===== src/rpci_pkg.sv =====
package rpci_pkg;
  // Register offsets
  localparam logic [6:0] ADDR_REC_SRC = 7'h1a;
  localparam logic [6:0] ADDR_ADC_GAIN = 7'h1c;
  localparam logic [6:0] ADDR_GP_CTL = 7'h20;
  localparam logic [6:0] ADDR_IRQ_PAGE = 7'h24;
  localparam logic [6:0] ADDR_MIC_CFG = 7'h74;

  // Reset values
  localparam logic [15:0] RST_REC_SRC = 16'h0000;
  localparam logic [15:0] RST_ADC_GAIN = 16'h8080;
  localparam logic [15:0] RST_GP_CTL = 16'h0000;
  localparam logic [15:0] RST_IRQ_PAGE = 16'h0000;
  localparam logic [15:0] RST_MIC_CFG = 16'h0000;

  // Write masks for implemented bits
  localparam logic [15:0] MASK_REC_SRC = 16'h0707;
  localparam logic [15:0] MASK_ADC_GAIN = 16'h8f8f;
  localparam logic [15:0] MASK_GP_CTL = 16'h0f80;
  localparam logic [15:0] MASK_MIC_CFG = 16'h0707;

  // Field positions
  localparam int POS_LEFT_SRC = 8;
  localparam int POS_RIGHT_SRC = 0;
  localparam int POS_LEFT_MUTE = 15;
  localparam int POS_LEFT_GAIN = 8;
  localparam int POS_RIGHT_MUTE = 7;
  localparam int POS_RIGHT_GAIN = 0;
  localparam int POS_LOOP = 7;
  localparam int POS_SWAP = 8;
  localparam int POS_MONO_SEL = 9;
  localparam int POS_DOUBLE_RATE_SLOT_PAIR = 10;
  localparam int POS_UNMASK = 11;
  localparam int POS_SENSE = 12;
  localparam int POS_CAUSE_SENSE = 13;
  localparam int POS_CAUSE_GPIO = 14;
  localparam int POS_PENDING = 15;
  localparam int POS_ALT_GRP = 8;
  localparam int POS_MIC_SUM = 1;
  localparam int POS_DUAL = 0;

  // Implemented register pages
  localparam logic [3:0] PAGE_VENDOR = 4'h0;
  localparam logic [3:0] PAGE_STD = 4'h1;

  // Source codes, three-bit: mic selector, CD, mute, aux, line, stereo mix, mono mix, phone
  typedef enum logic [2:0] {
    RPCI_SRC_MICSEL, RPCI_SRC_CD, RPCI_SRC_MUTE, RPCI_SRC_AUX,
    RPCI_SRC_LINE, RPCI_SRC_STMIX, RPCI_SRC_MONOMIX, RPCI_SRC_PHONE
  } rpci_src_e;

  typedef struct packed {
    logic mute;
    logic [3:0] gain;
    rpci_src_e src;
    logic [5:0] mic_terms;
  } rpci_chan_s;

  typedef struct packed {
    logic sense_done;
    logic gpio_change;
  } rpci_evt_s;
endpackage


===== src/rpci_ctl.sv =====
// Behaviour
// Three-bit record source routes each ADC channel
// Alternate group picks microphone selector source set
// Dual-mic sends first left, second right
// Mic sum adds both sources, ignores dual/swap
// Swap picks second source or exchanges sides
// Mono output from mono mixer or selector left
// Four-bit ADC gain plus overriding mute
// ADC gain resets to 0x8080
// Software reads general-purpose before masked write
// Loopback feeds ADC to DAC, reset off
// Double-rate slot pair 10/11 or 7/8
// Page field selects 0x60-0x6F page
// Unimplemented page reads back differently
// Interrupt enable masks interrupt, reset masked
// Software keeps interrupt masked or polls
// Sense bit starts, aborts, reads running
// Cause bits show sense or GPIO change
// Cause bits clear with interrupt status
// Status cleared by writing one only
// Slot-12 indication follows status when enabled
// Reserved bits ignore writes, read zero
// Record source resets zero, fields 10:8, 2:0
//
// The strobed register port was left to the implementer.
module rpci_ctl #(
  parameter int SENSE_CYCLES = 64
) (
  // Clock and reset
  input wire logic clk,
  input wire logic rst_b,
  // Register port
  input wire logic [6:0] reg_addr,
  input wire logic [15:0] reg_wdata,
  input wire logic reg_wr,
  input wire logic reg_rd,
  output logic [15:0] reg_rdata,
  // Asynchronous event inputs
  input wire logic gpio_change_in,
  // Record path, paging, sense and interrupt outputs
  output rpci_pkg::rpci_chan_s left_chan,
  output rpci_pkg::rpci_chan_s right_chan,
  output logic mono_from_mic,
  output logic adc_to_dac_loop,
  output logic [1:0] double_rate_slot_pair,
  output logic [3:0] page_select,
  output logic sense_active,
  output logic slot12_irq
);
  logic [15:0] rec_src_q, adc_gain_q, gp_ctl_q, mic_cfg_q;
  logic [3:0] page_q;
  logic unmask_q, sense_q, cause_s_q, cause_g_q, pend_q;
  logic [15:0] sense_cnt_q;
  logic gp_s1_q, gp_s2_q, gp_s3_q;
  logic wr_src, wr_gain, wr_gp, wr_mic, wr_irq;
  logic sense_end, gpio_evt, pend_clr, set_s, set_g;
  logic [15:0] rd_d;
  logic [5:0] first_t, second_t, sum_t, pick_l, pick_r;
  logic [2:0] alt_grp;
  logic swap, dual, msum;

  assign wr_src = reg_wr && reg_addr == rpci_pkg::ADDR_REC_SRC;
  assign wr_gain = reg_wr && reg_addr == rpci_pkg::ADDR_ADC_GAIN;
  assign wr_gp = reg_wr && reg_addr == rpci_pkg::ADDR_GP_CTL;
  assign wr_mic = reg_wr && reg_addr == rpci_pkg::ADDR_MIC_CFG;
  assign wr_irq = reg_wr && reg_addr == rpci_pkg::ADDR_IRQ_PAGE;

  always_ff @(posedge clk) begin
    if (!rst_b) begin
      rec_src_q <= rpci_pkg::RST_REC_SRC;
    end else if (wr_src) begin
      rec_src_q <= reg_wdata & rpci_pkg::MASK_REC_SRC;
    end
  end

  always_ff @(posedge clk) begin
    if (!rst_b) begin
      adc_gain_q <= rpci_pkg::RST_ADC_GAIN;
    end else if (wr_gain) begin
      adc_gain_q <= reg_wdata & rpci_pkg::MASK_ADC_GAIN;
    end
  end

  always_ff @(posedge clk) begin
    if (!rst_b) begin
      gp_ctl_q <= rpci_pkg::RST_GP_CTL;
    end else if (wr_gp) begin
      gp_ctl_q <= reg_wdata & rpci_pkg::MASK_GP_CTL;
    end
  end

  always_ff @(posedge clk) begin
    if (!rst_b) begin
      mic_cfg_q <= rpci_pkg::RST_MIC_CFG;
    end else if (wr_mic) begin
      mic_cfg_q <= reg_wdata & rpci_pkg::MASK_MIC_CFG;
    end
  end

  // Pages 0 and 1 only; others fall back to vendor page
  always_ff @(posedge clk) begin
    if (!rst_b) begin
      page_q <= rpci_pkg::PAGE_VENDOR;
    end else if (wr_irq) begin
      if (reg_wdata[3:0] == rpci_pkg::PAGE_STD) begin
        page_q <= rpci_pkg::PAGE_STD;
      end else begin
        page_q <= rpci_pkg::PAGE_VENDOR;
      end
    end
  end

  always_ff @(posedge clk) begin
    if (!rst_b) begin
      unmask_q <= 1'b0;
    end else if (wr_irq) begin
      unmask_q <= reg_wdata[rpci_pkg::POS_UNMASK];
    end
  end

  // Sense cycle timer
  assign sense_end = sense_q && sense_cnt_q == 16'(SENSE_CYCLES - 1);
  always_ff @(posedge clk) begin
    if (!rst_b) begin
      sense_q <= 1'b0;
      sense_cnt_q <= 16'h0000;
    end else if (wr_irq) begin
      sense_q <= reg_wdata[rpci_pkg::POS_SENSE];
      sense_cnt_q <= 16'h0000;
    end else if (sense_end) begin
      sense_q <= 1'b0;
      sense_cnt_q <= 16'h0000;
    end else if (sense_q) begin
      sense_cnt_q <= sense_cnt_q + 16'h0001;
    end
  end

  // GPIO change synchroniser and edge detect
  always_ff @(posedge clk) begin
    if (!rst_b) begin
      gp_s1_q <= 1'b0;
      gp_s2_q <= 1'b0;
      gp_s3_q <= 1'b0;
    end else begin
      gp_s1_q <= gpio_change_in;
      gp_s2_q <= gp_s1_q;
      gp_s3_q <= gp_s2_q;
    end
  end
  assign gpio_evt = gp_s2_q && !gp_s3_q;

  // Status and causes; new events win over a clear
  assign pend_clr = wr_irq && reg_wdata[rpci_pkg::POS_PENDING];
  assign set_s = sense_end;
  assign set_g = gpio_evt;
  always_ff @(posedge clk) begin
    if (!rst_b) begin
      pend_q <= 1'b0;
      cause_s_q <= 1'b0;
      cause_g_q <= 1'b0;
    end else begin
      pend_q <= set_s || set_g || (pend_q && !pend_clr);
      cause_s_q <= set_s || (cause_s_q && !pend_clr);
      cause_g_q <= set_g || (cause_g_q && !pend_clr);
    end
  end

  // Microphone selector term sets: {lfe,center,line_r,line_l,mic2,mic1}
  assign alt_grp = mic_cfg_q[rpci_pkg::POS_ALT_GRP +: 3];
  assign msum = mic_cfg_q[rpci_pkg::POS_MIC_SUM];
  assign dual = mic_cfg_q[rpci_pkg::POS_DUAL];
  assign swap = gp_ctl_q[rpci_pkg::POS_SWAP];
  always_comb begin
    first_t = 6'h01;
    second_t = 6'h02;
    case (alt_grp)
      3'h0: begin
        first_t = 6'h01;
        second_t = 6'h02;
      end
      3'h1: begin
        first_t = 6'h04;
        second_t = 6'h08;
      end
      3'h2, 3'h3: begin
        first_t = 6'h10;
        second_t = 6'h20;
      end
      3'h4: begin
        first_t = 6'h11;
        second_t = 6'h22;
      end
      3'h5: begin
        first_t = 6'h05;
        second_t = 6'h0a;
      end
      3'h6: begin
        first_t = 6'h14;
        second_t = 6'h28;
      end
      default: begin
        first_t = 6'h15;
        second_t = 6'h2a;
      end
    endcase
  end
  assign sum_t = first_t | second_t;

  always_comb begin
    if (msum) begin
      pick_l = sum_t;
      pick_r = sum_t;
    end else if (dual) begin
      pick_l = swap ? second_t : first_t;
      pick_r = swap ? first_t : second_t;
    end else begin
      pick_l = swap ? second_t : first_t;
      pick_r = pick_l;
    end
  end

  // Read mux; unmapped reads give zero
  always_comb begin
    case (reg_addr)
      rpci_pkg::ADDR_REC_SRC: rd_d = rec_src_q;
      rpci_pkg::ADDR_ADC_GAIN: rd_d = adc_gain_q;
      rpci_pkg::ADDR_GP_CTL: rd_d = gp_ctl_q;
      rpci_pkg::ADDR_MIC_CFG: rd_d = mic_cfg_q;
      rpci_pkg::ADDR_IRQ_PAGE: rd_d = {pend_q, cause_g_q, cause_s_q, sense_q,
                                       unmask_q, 7'h00, page_q};
      default: rd_d = 16'h0000;
    endcase
  end

  always_ff @(posedge clk) begin
    if (!rst_b) begin
      reg_rdata <= 16'h0000;
    end else if (reg_rd) begin
      reg_rdata <= rd_d;
    end else begin
      reg_rdata <= 16'h0000;
    end
  end

  // Registered path outputs
  always_ff @(posedge clk) begin
    if (!rst_b) begin
      left_chan <= rpci_pkg::rpci_chan_s'(14'h2000);
      right_chan <= rpci_pkg::rpci_chan_s'(14'h2000);
      mono_from_mic <= 1'b0;
      adc_to_dac_loop <= 1'b0;
      double_rate_slot_pair <= 2'h0;
      page_select <= 4'h0;
      sense_active <= 1'b0;
      slot12_irq <= 1'b0;
    end else begin
      left_chan.src <= rpci_pkg::rpci_src_e'(rec_src_q[rpci_pkg::POS_LEFT_SRC +: 3]);
      right_chan.src <= rpci_pkg::rpci_src_e'(rec_src_q[rpci_pkg::POS_RIGHT_SRC +: 3]);
      left_chan.mute <= adc_gain_q[rpci_pkg::POS_LEFT_MUTE];
      left_chan.gain <= adc_gain_q[rpci_pkg::POS_LEFT_GAIN +: 4];
      right_chan.mute <= adc_gain_q[rpci_pkg::POS_RIGHT_MUTE];
      right_chan.gain <= adc_gain_q[rpci_pkg::POS_RIGHT_GAIN +: 4];
      left_chan.mic_terms <= pick_l;
      right_chan.mic_terms <= pick_r;
      mono_from_mic <= gp_ctl_q[rpci_pkg::POS_MONO_SEL];
      adc_to_dac_loop <= gp_ctl_q[rpci_pkg::POS_LOOP];
      double_rate_slot_pair <= gp_ctl_q[rpci_pkg::POS_DOUBLE_RATE_SLOT_PAIR +: 2];
      page_select <= page_q;
      sense_active <= sense_q;
      slot12_irq <= unmask_q && pend_q;
    end
  end

  a_pend_cause: assert property (@(posedge clk) disable iff (!rst_b)
    pend_q |-> (cause_s_q || cause_g_q)) else $error("status without cause");
  a_cause_clear: assert property (@(posedge clk) disable iff (!rst_b)
    (pend_clr && !set_s && !set_g) |=> (!pend_q && !cause_s_q && !cause_g_q))
    else $error("causes not cleared");
  a_zero_noop: assert property (@(posedge clk) disable iff (!rst_b)
    (pend_q && !pend_clr) |=> pend_q) else $error("status lost without clear");
  a_irq_follow: assert property (@(posedge clk) disable iff (!rst_b)
    slot12_irq == $past(unmask_q && pend_q)) else $error("slot12 wrong");
  a_sense_run: assert property (@(posedge clk) disable iff (!rst_b)
    (wr_irq && reg_wdata[rpci_pkg::POS_SENSE]) |=> sense_q ##1 (sense_q || $past(wr_irq)))
    else $error("sense not running");
  a_sense_abort: assert property (@(posedge clk) disable iff (!rst_b)
    (wr_irq && !reg_wdata[rpci_pkg::POS_SENSE]) |=> !sense_q)
    else $error("abort failed");
  a_page_bad: assert property (@(posedge clk) disable iff (!rst_b)
    (wr_irq && reg_wdata[3:0] > rpci_pkg::PAGE_STD) |=> page_q != $past(reg_wdata[3:0]))
    else $error("bad page echoed");
  a_rd_late: assert property (@(posedge clk) disable iff (!rst_b)
    (reg_rd && reg_addr == rpci_pkg::ADDR_ADC_GAIN && !reg_wr) |=> reg_rdata == $past(adc_gain_q))
    else $error("gain read wrong");
  a_loop_out: assert property (@(posedge clk) disable iff (!rst_b)
    (wr_gp && reg_wdata[rpci_pkg::POS_LOOP]) |-> ##2 adc_to_dac_loop)
    else $error("loop not set");
  a_sum_mode: assert property (@(posedge clk) disable iff (!rst_b)
    msum |-> (pick_l == sum_t && pick_r == sum_t)) else $error("sum wrong");

  // Channel outputs follow their registers one cycle later
  a_src_left: assert property (@(posedge clk) disable iff (!rst_b)
    left_chan.src == $past(rec_src_q[rpci_pkg::POS_LEFT_SRC +: 3]))
    else $error("left source wrong");
  a_src_right: assert property (@(posedge clk) disable iff (!rst_b)
    right_chan.src == $past(rec_src_q[rpci_pkg::POS_RIGHT_SRC +: 3]))
    else $error("right source wrong");
  a_gain_left: assert property (@(posedge clk) disable iff (!rst_b)
    left_chan.gain == $past(adc_gain_q[rpci_pkg::POS_LEFT_GAIN +: 4]))
    else $error("left gain wrong");
  a_gain_right: assert property (@(posedge clk) disable iff (!rst_b)
    right_chan.gain == $past(adc_gain_q[rpci_pkg::POS_RIGHT_GAIN +: 4]))
    else $error("right gain wrong");
  a_mute_left: assert property (@(posedge clk) disable iff (!rst_b)
    left_chan.mute == $past(adc_gain_q[rpci_pkg::POS_LEFT_MUTE]))
    else $error("left mute wrong");
  a_mute_right: assert property (@(posedge clk) disable iff (!rst_b)
    right_chan.mute == $past(adc_gain_q[rpci_pkg::POS_RIGHT_MUTE]))
    else $error("right mute wrong");

  // General-purpose outputs and reserved bits
  a_mono_out: assert property (@(posedge clk) disable iff (!rst_b)
    mono_from_mic == $past(gp_ctl_q[rpci_pkg::POS_MONO_SEL]))
    else $error("mono source wrong");
  a_loop_hold: assert property (@(posedge clk) disable iff (!rst_b)
    adc_to_dac_loop == $past(gp_ctl_q[rpci_pkg::POS_LOOP]))
    else $error("loop output wrong");
  a_slot_pair: assert property (@(posedge clk) disable iff (!rst_b)
    double_rate_slot_pair == $past(gp_ctl_q[rpci_pkg::POS_DOUBLE_RATE_SLOT_PAIR +: 2]))
    else $error("slot pair wrong");
  a_rsvd_src: assert property (@(posedge clk) disable iff (!rst_b)
    (rec_src_q & ~rpci_pkg::MASK_REC_SRC) == 16'h0000)
    else $error("reserved source bits set");
  a_rsvd_gp: assert property (@(posedge clk) disable iff (!rst_b)
    (gp_ctl_q & ~rpci_pkg::MASK_GP_CTL) == 16'h0000)
    else $error("reserved control bits set");

  // Paging, sense and interrupt
  a_page_out: assert property (@(posedge clk) disable iff (!rst_b)
    page_select == $past(page_q))
    else $error("page output wrong");
  a_page_keep: assert property (@(posedge clk) disable iff (!rst_b)
    (wr_irq && reg_wdata[3:0] == rpci_pkg::PAGE_STD) |=> page_q == rpci_pkg::PAGE_STD)
    else $error("standard page lost");
  a_sense_out: assert property (@(posedge clk) disable iff (!rst_b)
    sense_active == $past(sense_q))
    else $error("sense output wrong");
  a_sense_done: assert property (@(posedge clk) disable iff (!rst_b)
    (sense_end && !wr_irq) |=> !sense_q)
    else $error("sense still running");
  a_sense_cause: assert property (@(posedge clk) disable iff (!rst_b)
    sense_end |=> (cause_s_q && pend_q))
    else $error("sense cause missing");
  a_gpio_cause: assert property (@(posedge clk) disable iff (!rst_b)
    set_g |=> (cause_g_q && pend_q))
    else $error("gpio cause missing");
  a_irq_masked: assert property (@(posedge clk) disable iff (!rst_b)
    !unmask_q |=> !slot12_irq)
    else $error("masked interrupt sent");

  // Microphone selector
  a_dual_pair: assert property (@(posedge clk) disable iff (!rst_b)
    (!msum && dual && !swap) |-> (pick_l == first_t && pick_r == second_t))
    else $error("dual routing wrong");
  a_swap_single: assert property (@(posedge clk) disable iff (!rst_b)
    (!msum && !dual && swap) |-> (pick_l == second_t && pick_r == second_t))
    else $error("single swap wrong");
  a_swap_dual: assert property (@(posedge clk) disable iff (!rst_b)
    (!msum && dual && swap) |-> (pick_l == second_t && pick_r == first_t))
    else $error("dual swap wrong");
  a_grp_mic: assert property (@(posedge clk) disable iff (!rst_b)
    alt_grp == 3'h0 |-> (first_t == 6'h01 && second_t == 6'h02))
    else $error("mic group wrong");
  a_grp_ctr: assert property (@(posedge clk) disable iff (!rst_b)
    alt_grp[2:1] == 2'h1 |-> (first_t == 6'h10 && second_t == 6'h20))
    else $error("center group wrong");
  a_grp_all: assert property (@(posedge clk) disable iff (!rst_b)
    alt_grp == 3'h7 |-> (first_t == 6'h15 && second_t == 6'h2a))
    else $error("all group wrong");
endmodule


===== config.mk =====
export PLATFORM = sky130hd
export DESIGN_NAME = rpci_ctl
export DESIGN_NICKNAME = d
export VERILOG_FILES = /design/src/rpci_pkg.sv /design/src/rpci_ctl.sv
export SDC_FILE = /design/constraint.sdc
export NUM_CORES = 1
export LEC_CHECK = 0
export BUFFER_PORTS_ARGS = -buffer_cell sky130_fd_sc_hd__buf_2
export CORE_MARGIN = 3
export CORE_UTILIZATION = 54
export DETAILED_ROUTE_END_ITERATION = 12
export HOLD_SLACK_MARGIN = 0.1
export PLACE_DENSITY = 0.82
export SKIP_LAST_GASP = 1
export SLEW_MARGIN = 20
export SYNTH_ARGS = -nofsm -noshare
export SYNTH_HDL_FRONTEND = slang
export SYNTH_SLANG_ARGS = --single-unit
export TNS_END_PERCENT = 50

===== constraint.sdc =====
create_clock -name clk -period 1.9 [get_ports clk]
set_input_delay 0.38 -clock clk [delete_from_list [all_inputs] [get_ports clk]]
set_output_delay 0.38 -clock clk [all_outputs]
set_load 0.1 [all_outputs]

==> results by group <==
Worst setup path
  – Reg2Reg Setup Slack: roughly 0.2 ns
  – Slowest cell delay on critical path: a little under 0.5 ns
  – CP startpoint kind: flip-flop
  – CP cell instances: nand3_1 > or3_4 > or4_4 > a21oi_2
  – CP max stage cell: or4_4
  – Worst setup EP type: flip-flop
  – Kind of cell adding the most delay to the critical path: simple AND/OR/NAND/NOR gates
  – Critical path fanouts, max: 5
  – Worst EP required: approximately 2.2 ns
  – WS Path Type: reg2reg
  – CP Data Arrival Time: around 2 ns
  – Buffers & Inverters on Critical Path: 0

Clocking
  – Post-CTS Setup Bufs: 0
  – Clk slew on worst S/H paths: roughly 0.09 ns
  – Num CTS Buffers: 9
  – CTS root buf: clkbuf_8
  – CTS Buffer Depth: 2
  – Clk sinks: 100
  – Post-CTS resize count: 0
  – H-tree depth: 3
  – TritonCTS clock tree: yes
  – Clk_lat worst skew: approximately 0.37 ns
  – Hold_buf cts: 0

Timing
  – Crit path time final: about 1.7 ns
  – Final hold vios: 0
  – Final Cycle Share: about nine tenths
  – Setup Viol. Count Final: 0
  – Worst Skew: between 0.006 and 0.007 ns
  – Max Slew Vio Count: 0
  – Fmax achieved: about 590 MHz
  – Sum Neg Setup Slack: 0 ns
  – Setup repair after global routing missed its margin: false
  – Final WS setup: 0.2046 ns

GRT
  – Total GRT Usage: between 20% and 30%
  – Largest net degree at the start of global routing: 64
  – First-pass GRT wire length: 13620 um
  – Antenna violations before repair: 0
  – Vias in the first global route: between 2000 and 3000
  – Total grt overflow: 0

Layout
  – Synth-to-layout area growth: 17.49%
  – Most frequent cells in the layout: dfxtp_1 (100), buf_2 (70), nor2_1 (38)
  – # diodes: 0
  – Most common cell after layout, fill and taps aside: dfxtp_1
  – Ratio of cells with drive above 1 in the final layout: a little under a quarter
  – Fin nets: approximately 500
  – Final Cell Area: roughly 0.0045 mm2
  – Fill cells: 579

Routing
  – Remaining DRCs: 0
  – DRT iter0 DRCs: between 100 and 150
  – Via density: 5.249
  – Drt wl/cell: 14.48 um
  – Vias post-DR: between 2000 and 3000
  – Final wirelength: ~8200 um
  – Antenna-violating nets left: 0
  – 1st-pass router iterations: 5

Pwr
  – Combinational power share: between 5 and 6%
  – Register share of total power: between 50% and 60%
  – Switching power total: about 910 uW
  – PD cells: approximately 820 mW/mm2
  – Peak supply drop: just under 0.0009 V
  – Switching Share: between 20 and 25%
  – Leakage: ~1.9 nW
  – Clock power frac: between 30% and 40%
  – Int Pwr: around 2.8 mW

Synth
  – Primary FF master, synth: dfxtp_1
  – Seq cells post-synth: 100
  – Netlist Area Pre-Place: about 0.0038 mm2
  – Netlist cell types: 48
  – EDFF count, synth: 0
  – Seq/Total Area, Yosys: approximately 52%
  – YS warnings: 0
  – Post-synthesis async set-or-reset flop share: 0%
  – Synth Area per Inst: ~9.8 um2
  – Synth Instances: between 300 and 400

Place
  – Post-DP HPWL: 5761 um
  – Pre-CTS setup slack: approximately 0.15 ns
  – Gp weighted congestion: 0.8374
  – I/O Buffers: 70
  – Placed cell areas: approximately 0.0043 mm2

Run status
  – Status: completed

Floorplan
  – Cell row count: 30
  – Core footprint: 0.006832 mm2
  – Die height: between 90 and 100 um
  – Io pins: between 80 and 90
  – Full die area: ~0.0081 mm2
  – Die Wd: between 90 and 100 um
  – Starting Density: between 50% and 60%

Run
  – Max Cap Viol: 0

Min path
  – Min-Delay Path Class: in2reg
[sequential cells by signal, indices dropped and copies added, names as in the netlist]
signal,flops
mono_from_mic,1
sense_cnt_q,16
cause_s_q,1
left_chan,14
page_select,1
gp_s3_q,1
adc_gain_q,10
sense_q,1
slot12_irq,1
reg_rdata,13
sense_active,1
mic_cfg_q,6
unmask_q,1
gp_s2_q,1
pend_q,1
gp_s1_q,1
page_q,1
cause_g_q,1
right_chan,14
gp_ctl_q,5
rec_src_q,6
double_rate_slot_pair,2
adc_to_dac_loop,1
[stage by stage]
step	utilization [%]	hold WS, ns	std cells	power, mW
after floorplan	-	0.4058	396	2.308
after global placement	62.82	0.4170	551	2.363
after detailed placement	62.82	0.4194	551	2.366
after CTS	65.82	0.1985	567	3.738
after global routing	65.82	0.2110	567	3.820
final	65.82	0.2164	567	3.702
[Yosys cell counts, types with 3 or more instances]
library cell / count / area, um2
a21oi_1: 5 / 25.02
xor2_1: 6 / 52.55
nand2_1: 32 / 120.1
nor4_1: 5 / 31.28
inv_1: 3 / 11.26
o21ai_0: 3 / 15.01
nand3_1: 17 / 85.08
nor2_1: 38 / 142.6
buf_4: 6 / 45.04
a22oi_1: 9 / 67.56
mux2i_1: 20 / 200.2
nand2b_1: 3 / 18.77
and3_1: 4 / 25.02
a21boi_0: 14 / 105.1
a22o_1: 6 / 52.55
xnor2_1: 9 / 78.83
nor3_1: 4 / 20.02
buf_2: 5 / 25.02
clkbuf_1: 12 / 45.04
and2_1: 28 / 175.2
nor2b_1: 23 / 143.9
dfxtp_1: 100 / 2002
nand4_1: 10 / 62.56
[power by group through the flow]
stage          Clock [mW]  Sequential [mW]  Combinational [mW]
2_1_floorplan           0             2.18               0.129
3_3_place_gp            0             2.16               0.207
3_5_place_dp            0             2.16               0.210
4_1_cts              1.42             2.11               0.210
5_1_grt              1.49             2.11               0.225
6_report             1.38             2.11               0.211
[cells by family (layout without fill, tap and decap cells)]
family	after synthesis	after routing	share of synthesized area [%]
AOI/OAI and AO/OA	45	45	8.597
other	1	6	0.09798
DFF	100	100	52.30
buffers and inverters	26	101	3.301
muxes	22	22	5.819
adders and majority gates	1	1	0.3269
xor gates and xnor gates	15	15	3.433
and+or+nand+nor	181	181	26.12
[final cells by class]
cell class	instances	area [um2]	share of cell area, %
clock inverters	7	81.33	1.809
flip-flops and latches	100	2002	44.52
clock buffers	9	123.9	2.755
well taps	96	120.1	2.671
multi-input cells	270	1718	38.20
inverters	3	11.26	0.2504
repair buffers	82	440.4	9.794
[routing by layer]
layer | global-route usage, % | part of all wire [%]
met5 | 0 | 0
met4 | 10.20 | 2.3
met3 | 4.184 | 4.7
met2 | 34.29 | 49
met1 | 26.46 | 44
[final timing paths]
path              depth (start not counted)                      endpoint                         from
hold / removal                            2            gp_s1_q$_SDFF_PN0_               gpio_change_in
setup / recovery                          4  sense_cnt_q[15]$_SDFFE_PP0P_  sense_cnt_q[0]$_SDFFE_PP0P_
hold reg to reg                           2      reg_rdata[14]$_SDFF_PN0_         cause_g_q$_SDFF_PN0_
setup reg to reg                          4  sense_cnt_q[15]$_SDFFE_PP0P_  sense_cnt_q[0]$_SDFFE_PP0P_
No activity file was read; power rests on OpenSTA's default activity.
